$ cat config.mk
export PLATFORM = sky130hd
export DESIGN_NAME = activity_monitor_config_enable
export DESIGN_NICKNAME = d
export VERILOG_FILES = /design/src/logic/amu_cfg_pkg.sv /design/src/logic/activity_monitor_config_enable.sv
export SDC_FILE = /design/constraint.sdc
export NUM_CORES = 1
export LEC_CHECK = 0
export ABC_AREA = 1
export BUFFER_PORTS_ARGS = -buffer_cell sky130_fd_sc_hd__buf_2
export CAP_MARGIN = 5
export CORE_UTILIZATION = 32
export CTS_CLUSTER_SIZE = 16
export DETAILED_ROUTE_END_ITERATION = 6
export GPL_ROUTABILITY_DRIVEN = 0
export HOLD_SLACK_MARGIN = 0.1
export MAX_ROUTING_LAYER = met4
export PLACE_DENSITY = 0.7
export SLEW_MARGIN = 10
export SYNTH_ARGS = -nofsm -noshare
export SYNTH_HDL_FRONTEND = slang
export SYNTH_SLANG_ARGS = --single-unit
$ cat constraint.sdc
create_clock -name clk_sys -period 1.5 [get_ports clk_sys]
set_clock_uncertainty 0.05 [all_clocks]
set_input_delay 0.15 -clock clk_sys [delete_from_list [all_inputs] [get_ports clk_sys]]
set_output_delay 0.15 -clock clk_sys [all_outputs]
set_load 0.05 [all_outputs]
$ cat src/logic/amu_cfg_pkg.sv
package amu_cfg_pkg;

    // ----------------------------------------------------------------
    // system register coordinates (op0, op1, CRn fixed for the bank)
    // ----------------------------------------------------------------
    localparam logic [1:0] SYS_OP0            = 2'h3;
    localparam logic [2:0] SYS_OP1            = 3'h3;
    localparam logic [3:0] SYS_CRN            = 4'hF;
    localparam logic [3:0] CRM_CFG            = 4'h2;
    localparam logic [3:0] CRM_CLR1           = 4'h3;
    localparam logic [2:0] OP2_CTRL           = 3'h0;
    localparam logic [2:0] OP2_CFG            = 3'h1;
    localparam logic [2:0] OP2_GROUP          = 3'h2;
    localparam logic [2:0] OP2_CLR0           = 3'h4;
    localparam logic [2:0] OP2_SET0           = 3'h5;
    localparam logic [2:0] OP2_CLR1           = 3'h0;
    localparam logic [2:0] OP2_SET1           = 3'h1;

    // ----------------------------------------------------------------
    // debug interface offsets
    // ----------------------------------------------------------------
    localparam logic [11:0] DBG_SET0          = 12'hC00;
    localparam logic [11:0] DBG_SET1          = 12'hC04;
    localparam logic [11:0] DBG_CLR0          = 12'hC20;
    localparam logic [11:0] DBG_CLR1          = 12'hC24;
    localparam logic [11:0] DBG_GROUP         = 12'hCE0;
    localparam logic [11:0] DBG_CFG           = 12'hE00;
    localparam logic [11:0] DBG_CTRL          = 12'hE04;

    // ----------------------------------------------------------------
    // identification field values and positions
    // ----------------------------------------------------------------
    localparam int          CFG_NCG_LSB       = 28;
    localparam logic [3:0]  CFG_NCG          = 4'h1;
    localparam int          CFG_HALT_ON_DEBUG_BIT     = 24;
    localparam int          CFG_SIZE_LSB     = 8;
    localparam logic [5:0]  CFG_SIZE         = 6'h3F;
    localparam logic [7:0]  CFG_N            = 8'h06;
    localparam int          GRP_AUX_LSB      = 8;
    localparam logic [7:0]  GRP_AUX_NC       = 8'h03;
    localparam logic [7:0]  GRP_ARCH_NC      = 8'h04;
    localparam int          CTRL_HALT_ON_DEBUG_BIT    = 10;
    localparam int          TRAP_BIT         = 30;
    localparam int          ARCH_CNT         = 4;
    localparam int          AUX_CNT          = 3;
    localparam logic [ARCH_CNT-1:0] ARCH_EN_RST = 4'h0;
    localparam logic [AUX_CNT-1:0]  AUX_EN_RST  = 3'h0;

    typedef enum logic [1:0] {
        EL0 = 2'b00,
        EL1 = 2'b01,
        EL2 = 2'b10,
        EL3 = 2'b11
    } level_e;

    typedef struct packed {
        logic [1:0] op0;
        logic [2:0] op1;
        logic [3:0] crn;
        logic [3:0] crm;
        logic [2:0] op2;
    } sysreg_s;

endpackage

$ cat src/logic/activity_monitor_config_enable.sv
// Overview of operation
// [RULE1] config top field reads group count minus one, fixed at one
// [RULE2] config halt-on-debug support bit always reads one
// [RULE3] config counter-size field reads all ones for 64-bit counters
// [RULE4] config low byte returns printed counter-count constant 0x06
// [RULE5] group config auxiliary counter count reads three
// [RULE6] group config architected counter count reads four
// [RULE7] first clear register: bits 3:0 per counter, upper bits zero, ignore writes
// [RULE8] second clear register: bits 2:0 per counter, upper bits zero, ignore writes
// [RULE9] clear register bit reads one when counter enabled
// [RULE10] writing one to a clear bit disables; zero leaves it unchanged
// [RULE11] debugger reads config register at 0xE00, read-only
// [RULE12] debugger reads group config at 0xCE0, read-only
// [RULE13] debugger reads clear registers at 0xC20 and 0xC24, read-only
// [RULE14] bank decodes at 3,3,c15 with its documented CRm and op2
// [RULE15] every register reachable from all four levels
// [RULE16] top-level trap bit traps all lower-level accesses to top level
// [RULE17] hyp trap bit traps non-secure kernel and user accesses to hyp
// [RULE18] trap bit sits at bit 30; old monitor enable bits read zero
// [RULE19] writing one to a set bit enables; set and clear share state
// [RULE20] global halt-on-debug stops counting while core halted
// [RULE21] all counter enables read zero after warm reset
`timescale 1ns/1ps
`default_nettype none

module activity_monitor_config_enable (
    input  wire logic                      clk_sys,
    input  wire logic                      nrst,
    input  wire logic                      clkEn,
    input  wire logic                      sysValid,
    input  wire logic                      sysWrite,
    input  wire amu_cfg_pkg::sysreg_s      sysAddr,
    input  wire logic [31:0]               sysWdata,
    input  wire amu_cfg_pkg::level_e       sysLevel,
    input  wire logic                      sysNonSecure,
    input  wire logic [31:0]               topLevelAuxControl,
    input  wire logic [31:0]               hypLevelAuxControl,
    input  wire logic                      dbgValid,
    input  wire logic [11:0]               dbgAddr,
    input  wire logic                      coreHalted,
    output logic                           sysReady,
    output logic [31:0]                    sysRdata,
    output logic                           sysTrapTop,
    output logic                           sysTrapHyp,
    output logic                           sysUndef,
    output logic                           dbgReady,
    output logic [31:0]                    dbgRdata,
    output logic                           dbgError,
    output logic [3:0]                     archCountEnable,
    output logic [2:0]                     auxCountEnable
);

    // ----------------------------------------------------------------
    // reset synchroniser
    // ----------------------------------------------------------------
    logic rstMeta;
    logic rstSync;

    always_ff @(posedge clk_sys or negedge nrst) begin
        if (!nrst) begin
            rstMeta <= 1'b0;
            rstSync <= 1'b0;
        end else begin
            rstMeta <= 1'b1;
            rstSync <= rstMeta;
        end
    end

    // ----------------------------------------------------------------
    // constant identification words
    // ----------------------------------------------------------------
    logic [31:0] monitorConfig;
    logic [31:0] counterGroupConfig;

    localparam int CFG_NCG_LSB_P  = amu_cfg_pkg::CFG_NCG_LSB;
    localparam int CFG_SIZE_LSB_P = amu_cfg_pkg::CFG_SIZE_LSB;
    localparam int GRP_AUX_LSB_P  = amu_cfg_pkg::GRP_AUX_LSB;

    always_comb begin
        monitorConfig = 32'h0000_0000;
        monitorConfig[CFG_NCG_LSB_P +: 4] = amu_cfg_pkg::CFG_NCG;            // RULE1
        monitorConfig[amu_cfg_pkg::CFG_HALT_ON_DEBUG_BIT] = 1'b1;                   // RULE2
        monitorConfig[CFG_SIZE_LSB_P +: 6] = amu_cfg_pkg::CFG_SIZE;        // RULE3
        monitorConfig[7:0] = amu_cfg_pkg::CFG_N;                           // RULE4
        counterGroupConfig = 32'h0000_0000;
        counterGroupConfig[GRP_AUX_LSB_P +: 8] = amu_cfg_pkg::GRP_AUX_NC;  // RULE5
        counterGroupConfig[7:0] = amu_cfg_pkg::GRP_ARCH_NC;                // RULE6
    end

    // ----------------------------------------------------------------
    // system register decode and trap check
    // ----------------------------------------------------------------
    logic bankHit;
    logic hitCtrl;
    logic hitCfg;
    logic hitGroup;
    logic hitClr0;
    logic hitSet0;
    logic hitClr1;
    logic hitSet1;
    logic trapTop;
    logic trapHyp;
    logic doAccess;

    always_comb begin
        bankHit  = (sysAddr.op0 == amu_cfg_pkg::SYS_OP0) && (sysAddr.op1 == amu_cfg_pkg::SYS_OP1)
                   && (sysAddr.crn == amu_cfg_pkg::SYS_CRN);                                  // RULE14
        hitCtrl  = bankHit && sysAddr.crm == amu_cfg_pkg::CRM_CFG && sysAddr.op2 == amu_cfg_pkg::OP2_CTRL;
        hitCfg   = bankHit && sysAddr.crm == amu_cfg_pkg::CRM_CFG && sysAddr.op2 == amu_cfg_pkg::OP2_CFG;
        hitGroup = bankHit && sysAddr.crm == amu_cfg_pkg::CRM_CFG && sysAddr.op2 == amu_cfg_pkg::OP2_GROUP;
        hitClr0  = bankHit && sysAddr.crm == amu_cfg_pkg::CRM_CFG && sysAddr.op2 == amu_cfg_pkg::OP2_CLR0;
        hitSet0  = bankHit && sysAddr.crm == amu_cfg_pkg::CRM_CFG && sysAddr.op2 == amu_cfg_pkg::OP2_SET0;
        hitClr1  = bankHit && sysAddr.crm == amu_cfg_pkg::CRM_CLR1 && sysAddr.op2 == amu_cfg_pkg::OP2_CLR1;
        hitSet1  = bankHit && sysAddr.crm == amu_cfg_pkg::CRM_CLR1 && sysAddr.op2 == amu_cfg_pkg::OP2_SET1;
        // top-level trap wins over the hyp trap; EL3 itself is never trapped
        trapTop  = topLevelAuxControl[amu_cfg_pkg::TRAP_BIT] && (sysLevel != amu_cfg_pkg::EL3);     // RULE16 RULE18
        trapHyp  = !trapTop && hypLevelAuxControl[amu_cfg_pkg::TRAP_BIT] && sysNonSecure
                   && (sysLevel == amu_cfg_pkg::EL0 || sysLevel == amu_cfg_pkg::EL1);               // RULE17 RULE18
        doAccess = sysValid && !trapTop && !trapHyp;                                                // RULE15
    end

    // ----------------------------------------------------------------
    // enable state and global control
    // ----------------------------------------------------------------
    logic [3:0] archEn;
    logic [2:0] auxEn;
    logic       haltOnDebug;
    logic [3:0] next_archEn;
    logic [2:0] next_auxEn;

    always_comb begin
        next_archEn = archEn;
        next_auxEn  = auxEn;
        if (doAccess && sysWrite) begin
            if (hitClr0)
                next_archEn = archEn & ~sysWdata[3:0];                     // RULE7 RULE10
            if (hitSet0)
                next_archEn = archEn | sysWdata[3:0];                      // RULE19
            if (hitClr1)
                next_auxEn = auxEn & ~sysWdata[2:0];                       // RULE8 RULE10
            if (hitSet1)
                next_auxEn = auxEn | sysWdata[2:0];                        // RULE19
        end
    end

    always_ff @(posedge clk_sys or negedge rstSync) begin
        if (!rstSync) begin
            archEn <= amu_cfg_pkg::ARCH_EN_RST;                            // RULE21
            auxEn  <= amu_cfg_pkg::AUX_EN_RST;                             // RULE21
        end else if (clkEn) begin
            archEn <= next_archEn;
            auxEn  <= next_auxEn;
        end
    end

    always_ff @(posedge clk_sys or negedge rstSync) begin
        if (!rstSync) begin
            haltOnDebug <= 1'b0;
        end else if (clkEn && doAccess && sysWrite && hitCtrl) begin
            haltOnDebug <= sysWdata[amu_cfg_pkg::CTRL_HALT_ON_DEBUG_BIT];
        end
    end

    // counting permitted only when enabled and not frozen by debug halt
    always_ff @(posedge clk_sys or negedge rstSync) begin
        if (!rstSync) begin
            archCountEnable <= 4'h0;
            auxCountEnable  <= 3'h0;
        end else if (clkEn) begin
            archCountEnable <= (haltOnDebug && coreHalted) ? 4'h0 : next_archEn;  // RULE20
            auxCountEnable  <= (haltOnDebug && coreHalted) ? 3'h0 : next_auxEn;   // RULE20
        end
    end

    // ----------------------------------------------------------------
    // system register answer, one cycle after the request
    // ----------------------------------------------------------------
    logic [31:0] sysMux;
    logic        sysHit;

    always_comb begin
        sysHit = 1'b1;
        sysMux = 32'h0000_0000;
        if (hitCfg)
            sysMux = monitorConfig;
        else if (hitGroup)
            sysMux = counterGroupConfig;
        else if (hitClr0 || hitSet0)
            sysMux = {28'h0000000, archEn};                                // RULE7 RULE9
        else if (hitClr1 || hitSet1)
            sysMux = {29'h0, auxEn};                                       // RULE8 RULE9
        else if (hitCtrl)
            sysMux = {21'h0, haltOnDebug, 10'h0};
        else
            sysHit = 1'b0;
    end

    always_ff @(posedge clk_sys or negedge rstSync) begin
        if (!rstSync) begin
            sysReady   <= 1'b0;
            sysRdata   <= 32'h0000_0000;
            sysTrapTop <= 1'b0;
            sysTrapHyp <= 1'b0;
            sysUndef   <= 1'b0;
        end else if (clkEn) begin
            sysReady   <= sysValid;
            sysTrapTop <= sysValid && trapTop;                             // RULE16
            sysTrapHyp <= sysValid && trapHyp;                             // RULE17
            sysUndef   <= doAccess && !sysHit;
            sysRdata   <= (doAccess && !sysWrite && sysHit) ? sysMux : 32'h0000_0000;
        end
    end

    // ----------------------------------------------------------------
    // external debug read port: read-only, no write path exists
    // ----------------------------------------------------------------
    logic [31:0] dbgMux;
    logic        dbgHit;

    always_comb begin
        dbgHit = 1'b1;
        dbgMux = 32'h0000_0000;
        if (dbgAddr == amu_cfg_pkg::DBG_CFG)
            dbgMux = monitorConfig;                                        // RULE11
        else if (dbgAddr == amu_cfg_pkg::DBG_GROUP)
            dbgMux = counterGroupConfig;                                   // RULE12
        else if (dbgAddr == amu_cfg_pkg::DBG_CLR0 || dbgAddr == amu_cfg_pkg::DBG_SET0)
            dbgMux = {28'h0000000, archEn};                                // RULE13
        else if (dbgAddr == amu_cfg_pkg::DBG_CLR1 || dbgAddr == amu_cfg_pkg::DBG_SET1)
            dbgMux = {29'h0, auxEn};                                       // RULE13
        else if (dbgAddr == amu_cfg_pkg::DBG_CTRL)
            dbgMux = {21'h0, haltOnDebug, 10'h0};
        else
            dbgHit = 1'b0;
    end

    always_ff @(posedge clk_sys or negedge rstSync) begin
        if (!rstSync) begin
            dbgReady <= 1'b0;
            dbgRdata <= 32'h0000_0000;
            dbgError <= 1'b0;
        end else if (clkEn) begin
            dbgReady <= dbgValid;
            dbgError <= dbgValid && !dbgHit;
            dbgRdata <= (dbgValid && dbgHit) ? dbgMux : 32'h0000_0000;
        end
    end

endmodule

`default_nettype wire

==> flow_metrics.tcl, run 1 <==
set metrics [dict create \
    status "completed" \
    path_max_fanout 3 \
    synth_area_leaders "dfrtp_1 (38%), nand2_1 (16%), buf_4 (16%)" \
    drc 0 \
    power.density_mw_per_mm2 917.1 \
    hpwl_um 4409 \
    core_area_mm2 0.007292 \
    fmax_ghz 0.7935 \
    grt_use_total_pct 14.68 \
    cp_cell_sequence "buf_2 -> inv_1 -> nand2_1 -> nor2_1 -> nand3_1 -> nor2_1 -> nand2_1 -> o21ai_0 -> o21ai_1 -> nand2_1 -> o21ai_0" \
    hold_violations 0 \
    peakVddDrop_uv 459.7 \
    fin_cells 517 \
    synth_top_area_share_pct 38.28 \
    setup_ws_ps 239.8 \
    num_vias 2240 \
    drt_iter0_markers 128 \
    end_kind "register" \
    clk_latency_ps 280 \
    dp.cells 504 \
    dr.pass1.iters 4 \
    syn-cell-area_mm2 0.002419 \
    areaGrowthSynthToFinish_pct 22.30 \
    drive_above_1_share_pct 27.03 \
    fin_area_mm2 0.002958 \
    grt_max_degree 36 \
    diodes 0 \
    clkSlewWorstSetupHoldPaths_ps 80 \
    cp-start-kind "input pin" \
    slowest_delay_ps 220 \
    final_nets 551 \
    fp.dieH_um 88.94 \
    crit_top_cell "nand2_1" \
    via_per_inst 4.333 \
    tns_ps 0 \
    grt_pass1_wl_um 8707 \
    ios 211 \
    dpl_cell_area_mm2 0.002771 \
    seq_area_frac_synth_pct 38.28 \
    overflow 0 \
    cts_htree_levels 2 \
    setup_viol 0 \
    yosys_warnings 0 \
    synth_top_cell_by_area "dfrtp_1" \
    io_buffers 81 \
    utilization_pct 40.56 \
    slew_violations 0 \
    max-clock-path-buffers 2 \
    post_cts_buffers 0 \
    start_util_pct 33.17 \
    criticalPathCategory "in -> reg" \
    cts_buffers 5 \
    clock-root-buffer "clkbuf_8" \
    routed_wirelength_um 5477 \
    period_minus_slack_ps 1260 \
    finalCritPeriodShare_pct 84.02 \
    wl_per_cell_um 10.59 \
    drv_cap 0 \
    synthCells 331 \
    ys_ff_latch 37 \
    rows 31 \
    power.leakage_nw 1.706 \
    antenna_found_initial 0 \
    synth_cell_types 27 \
    ant_nets 0 \
    crit_required_ps 1620 \
    crit_slowest_cell "nor2_1" \
    path_buf_inv 2 \
    cts_sinks 37 \
    grt_pass1_vias 1987 \
    worstPathArrival_ps 1380 \
    die_area_mm2 0.007909 \
    fillers 787 \
    cts_tree "built" \
    critPathTopFamily "simple AND/OR/NAND/NOR gates" \
    die_w_um 88.94 \
    hp-class "in -> reg" \
    rsz0062_at_grt "no" \
    place_ws_ps -61.41 \
    syn_area_per_cell_um2 7.307 \
]
## power breakdown
| group | leakage (nW) | total (W) | switching, W | internal (W) |
|---|---|---|---|---|
| Combinational | 1.14 | 0.000627 | 0.000494 | 0.000133 |
| Clock | 0.0681 | 0.00101 | 0.000349 | 0.000661 |
| Sequential | 0.493 | 0.00108 | 0.0000304 | 0.00105 |
| Total | 1.71 | 0.00271 | 0.000873 | 0.00184 |
## final timing paths
path                                        from                       end  slack [ps]  cells after the start
max                                  sysAddr[13]      auxEn[2]$_DFFE_PN0P_         240                     11
min                                   dbgAddr[2]   dbgRdata[0]$_DFFE_PN0P_         110                      3
max reg2reg                archEn[1]$_DFFE_PN0P_   sysRdata[1]$_DFFE_PN0P_         500                      6
min reg2reg                    rstSync$_DFF_PN0_   dbgRdata[0]$_DFFE_PN0P_         210                      1
max in group asynchronous      rstSync$_DFF_PN0_  sysRdata[24]$_DFFE_PN0P_         880                      1
min in group asynchronous                   nrst         rstMeta$_DFF_PN0_         120                      2
## state kept, by name (all words and copies together), names as in the netlist
signal,cells
sysRdata,7
archCountEnable,4
sysUndef,1
auxCountEnable,3
archEn,4
dbgRdata,7
rstMeta,1
rstSync,1
auxEn,3
dbgError,1
sysReady,1
sysTrapTop,1
sysTrapHyp,1
dbgReady,1
haltOnDebug,1
## cell usage in the layout, fill, tap and decap left out, types with 7 or more instances in the layout
cell type    n
buf_2       81
buf_4       10
conb_1      41
dfrtp_1     37
inv_1       26
nand2_1    103
nand3_1     22
nand4_1      7
nor2_1      19
o21ai_0     20
o21ai_1     12
## per-stage QoR
step / power, W / hold WS, ps
after floorplan: 0.001633 / -195.6
after global placement: 0.001702 / -113.1
after detailed placement: 0.001712 / -112.9
after CTS: 0.002750 / 103.7
after global routing: 0.002843 / 125.1
final: 0.002713 / 105.6
## final cells by class
class | instances | area [µm²] | share of cell area [%]
repair buffers | 96 | 530.5 | 17.94
clock inverters | 3 | 65.06 | 2.200
multi-input cells | 248 | 1135 | 38.37
well taps | 99 | 123.9 | 4.188
clock buffers | 5 | 68.82 | 2.327
flip-flops and latches | 37 | 925.9 | 31.30
inverters | 29 | 108.9 | 3.680
## synth_stat cells
master,n
a22o_1,2
buf_1,1
buf_4,50
clkbuf_1,5
conb_1,2
dfrtp_1,37
inv_1,26
inv_2,3
nand2_1,103
nand3_1,22
nand3b_1,1
nand4_1,7
nor2_1,20
nor2_2,1
nor2_4,2
nor3_1,2
nor3_2,5
nor3_4,1
o2111ai_1,1
o211ai_1,1
o21a_1,1
o21ai_0,20
o21ai_1,12
o21ai_2,1
o221ai_1,1
o31a_1,1
o31ai_1,3
## cell families (layout without fill, tap and decap cells)
family          Yosys count  count (layout)  share of synthesized area (%)
other cells               2              41                         0.3105
compound gates           43              43                          10.35
buf+inv                  85             133                          20.95
flops                    37              37                          38.28
simple gates            164             164                          30.11
## repair_timing
action / in CTS / in global routing
hold buffers: 5 / 0
resized for setup: 0 / 1
endpoints found under the setup margin: 0 / 1
hold endpoints to repair: 6 / 0
## worst min-delay path, cell delays in order
cell	delay [ps]
buf_2	100
o2111ai_1	100
nand2_1	60
## per-layer routing
layer	share of wire (%)	GRT usage, %	wire [µm]	up-vias
li1	-	-	-	1152
met1	43	17.33	2339	1006
met2	49	24.41	2709	74
met3	6.2	3.416	342	8
met4	1.6	5.628	87	0
met5	0	-	0	-
Note: power is estimated with default switching activity, not from simulation.
==> run 2: changes to the inputs <==
ABC_AREA = 0   (was 1)
PLACE_DENSITY = 0.73   (was 0.7)
clock period = 1.09 ns   (was 1.5 ns; I/O delays follow)
==> flow_metrics.tcl, run 2 <==
set metrics [dict create \
    status "finished, violations left" \
    violations "negative setup slack" \
    period_minus_slack_ps 1395 \
    start_util_pct 33.86 \
    fillers 649 \
    grt_pass1_wl_um 10430 \
    p_int_w 0.002128 \
    ys_async_sr_fraction_pct 100.0 \
    worstHoldPathCells 3 \
    drv_cap 0 \
    synth_most_common_cell "buf_4" \
    synth_top_area_share_pct 39.38 \
    p_seq_share_pct 42.5 \
    tns_ps -3457 \
    grt_use_total_pct 18.62 \
    clkSlewWorstSetupHoldPaths_ps 80 \
    grt_max_degree 36 \
    peakVddDrop_uv 550.3 \
    hpwl_um 4865 \
    grt_pass1_vias 2232 \
    final_nets 514 \
    io_buffers 81 \
    layout_common_cells "buf_4 (51), buf_2 (44), conb_1 (41)" \
    crit_required_ps 1240 \
    max-clock-path-buffers 2 \
    power.density_mw_per_mm2 966.9 \
    synthTopCellsByCount "buf_4 (50), dfrtp_1 (37), o21ai_0 (32), nand2_1 (21)" \
    hold_violations 0 \
    whs_ps 121.9 \
    synthCells 257 \
    antenna_found_initial 0 \
    areaGrowthSynthToFinish_pct 48.16 \
    rr_worst_depth 3 \
    fmax_ghz 0.7171 \
    drive_above_1_share_pct 45.14 \
    die_area_mm2 0.007694 \
    ant_nets 0 \
    swShare_pct 36.82 \
    rsz0062_at_grt "yes" \
    core_area_mm2 0.006944 \
    criticalPathCategory "in -> reg" \
    final_common_cell "buf_4" \
    power.leakage_nw 1.678 \
    dpl_cell_area_mm2 0.002945 \
    clock-root-buffer "clkbuf_8" \
    ios 211 \
    synth_edf_count 0 \
    num_vias 2281 \
    die_w_um 87.72 \
    seq_area_frac_synth_pct 39.38 \
    finalCritPeriodShare_pct 127.9 \
    wl_per_cell_um 13.89 \
    slew_violations 0 \
    via_per_inst 4.782 \
    worstPathArrival_ps 1540 \
    ff_latch_area_um2 929.6 \
    syn-cell-area_mm2 0.002351 \
    drc 0 \
    fp.dieH_um 87.72 \
    utilization_pct 50.16 \
    setup_ws_ps -304.5 \
    diodes 0 \
    combPwrFrac_pct 28.7 \
    end_kind "register" \
    syn_area_per_cell_um2 9.148 \
    hp-class "in -> reg" \
    clk_latency_ps 300 \
    synthFlopType "dfrtp_1" \
    synth_cell_types 46 \
    path_max_fanout 5 \
    clkPwrFrac_pct 28.9 \
    finalPower_w 0.003368 \
    synth_area_leaders "dfrtp_1 (39%), buf_4 (16%), o21ai_0 (6.8%)" \
    multi_input_area_mm2 0.001291 \
    drt_iter0_markers 106 \
    p_sw_w 0.001240 \
    cp-start-kind "input pin" \
    overflow 0 \
    cts_sinks 37 \
    routed_wirelength_um 6624 \
    rows 30 \
    cts_htree_levels 2 \
    yosys_warnings 0 \
    fin_area_mm2 0.003483 \
    dr.pass1.iters 4 \
    cts_buffers 5 \
    top_regs "dbgRdata: 7 flops, sysRdata: 7 flops" \
    ys_ff_latch 37 \
    cts_tree "built" \
    synth_top_cell_by_area "dfrtp_1" \
    setup_viol 32 \
]
[run 2: cell count changes after synthesis, moves of 10 or more]
cell,delta
o21ai_1,-12
nand2_1,-82
o21ai_0,+12
nor2_1,-10
nand3_1,-12
inv_1,-21
[run 2: cell type report]
class,instances,area share [%]
flip-flops and latches,37,26.69
clock buffers,5,1.976
well taps,96,3.448
clock inverters,3,0.5029
multi-input cells,193,37.07
inverters,6,0.6466
repair buffers,137,29.67
[run 2: per-stage QoR]
stage	std cells	setup slack (ps)
5_1_grt	477	-360.4
3_5_place_dp	451	-629.8
4_1_cts	477	-311.3
3_3_place_gp	451	-577.6
6_report	477	-304.5
2_1_floorplan	296	-614.5
[run 2: per-layer routing]
metal / vias to the layer above / wire, µm / global-route usage, %
met5: - / 0 / -
li1: 1093 / - / -
met1: 1069 / 2792 / 21.41
met2: 109 / 3278 / 31.29
met4: 0 / 118 / 7.004
met3: 10 / 435 / 4.524
[run 2: worst max-delay path, cell delays in order]
cell and delay (ps):
buf_6 90, nand4bb_4 230, nor3_4 210, inv_2 40, or4_4 570, o41ai_4 300
[run 2: worst paths after layout]
path                                  startpoint                       to  slack, ps
max                                   sysAddr[5]  sysRdata[9]$_DFFE_PN0P_       -300
min                                   sysAddr[3]  sysRdata[9]$_DFFE_PN0P_        120
max reg2reg                archEn[2]$_DFFE_PN0P_  sysRdata[2]$_DFFE_PN0P_        -30
min reg2reg                    rstSync$_DFF_PN0_     dbgReady$_DFFE_PN0P_        180
max in group asynchronous                   nrst        rstSync$_DFF_PN0_        260
min in group asynchronous      rstSync$_DFF_PN0_     dbgReady$_DFFE_PN0P_        180
[run 2: power groups by stage]
stage | Clock, W | Combinational, W | Sequential, W
after CTS | 0.000997 | 0.000942 | 0.00143
final | 0.000972 | 0.000965 | 0.00143
after detailed placement | 0 | 0.000889 | 0.00146
after global placement | 0 | 0.000879 | 0.00146
after global routing | 0.00107 | 0.00103 | 0.00144
after floorplan | 0 | 0.000582 | 0.00160
[run 2: cells by family (layout without fill, tap and decap cells)]
family	count (synthesis)	count (layout)	share of synthesized area (%)
simple gates	80	80	20.70
other cells	2	41	0.3194
xor+xnor	1	1	0.3726
compound gates	68	68	19.00
mux	3	3	1.330
buf+inv	66	151	18.89
flops	37	37	39.38
[run 2: repair_timing]
item	CTS	global route
hold endpoints to repair	12	0
pin swaps	17	9
setup endpoints to repair	40	57
resized for setup	64	38
hold buffers	11	0
setup buffers	7	1
gates cloned	0	0
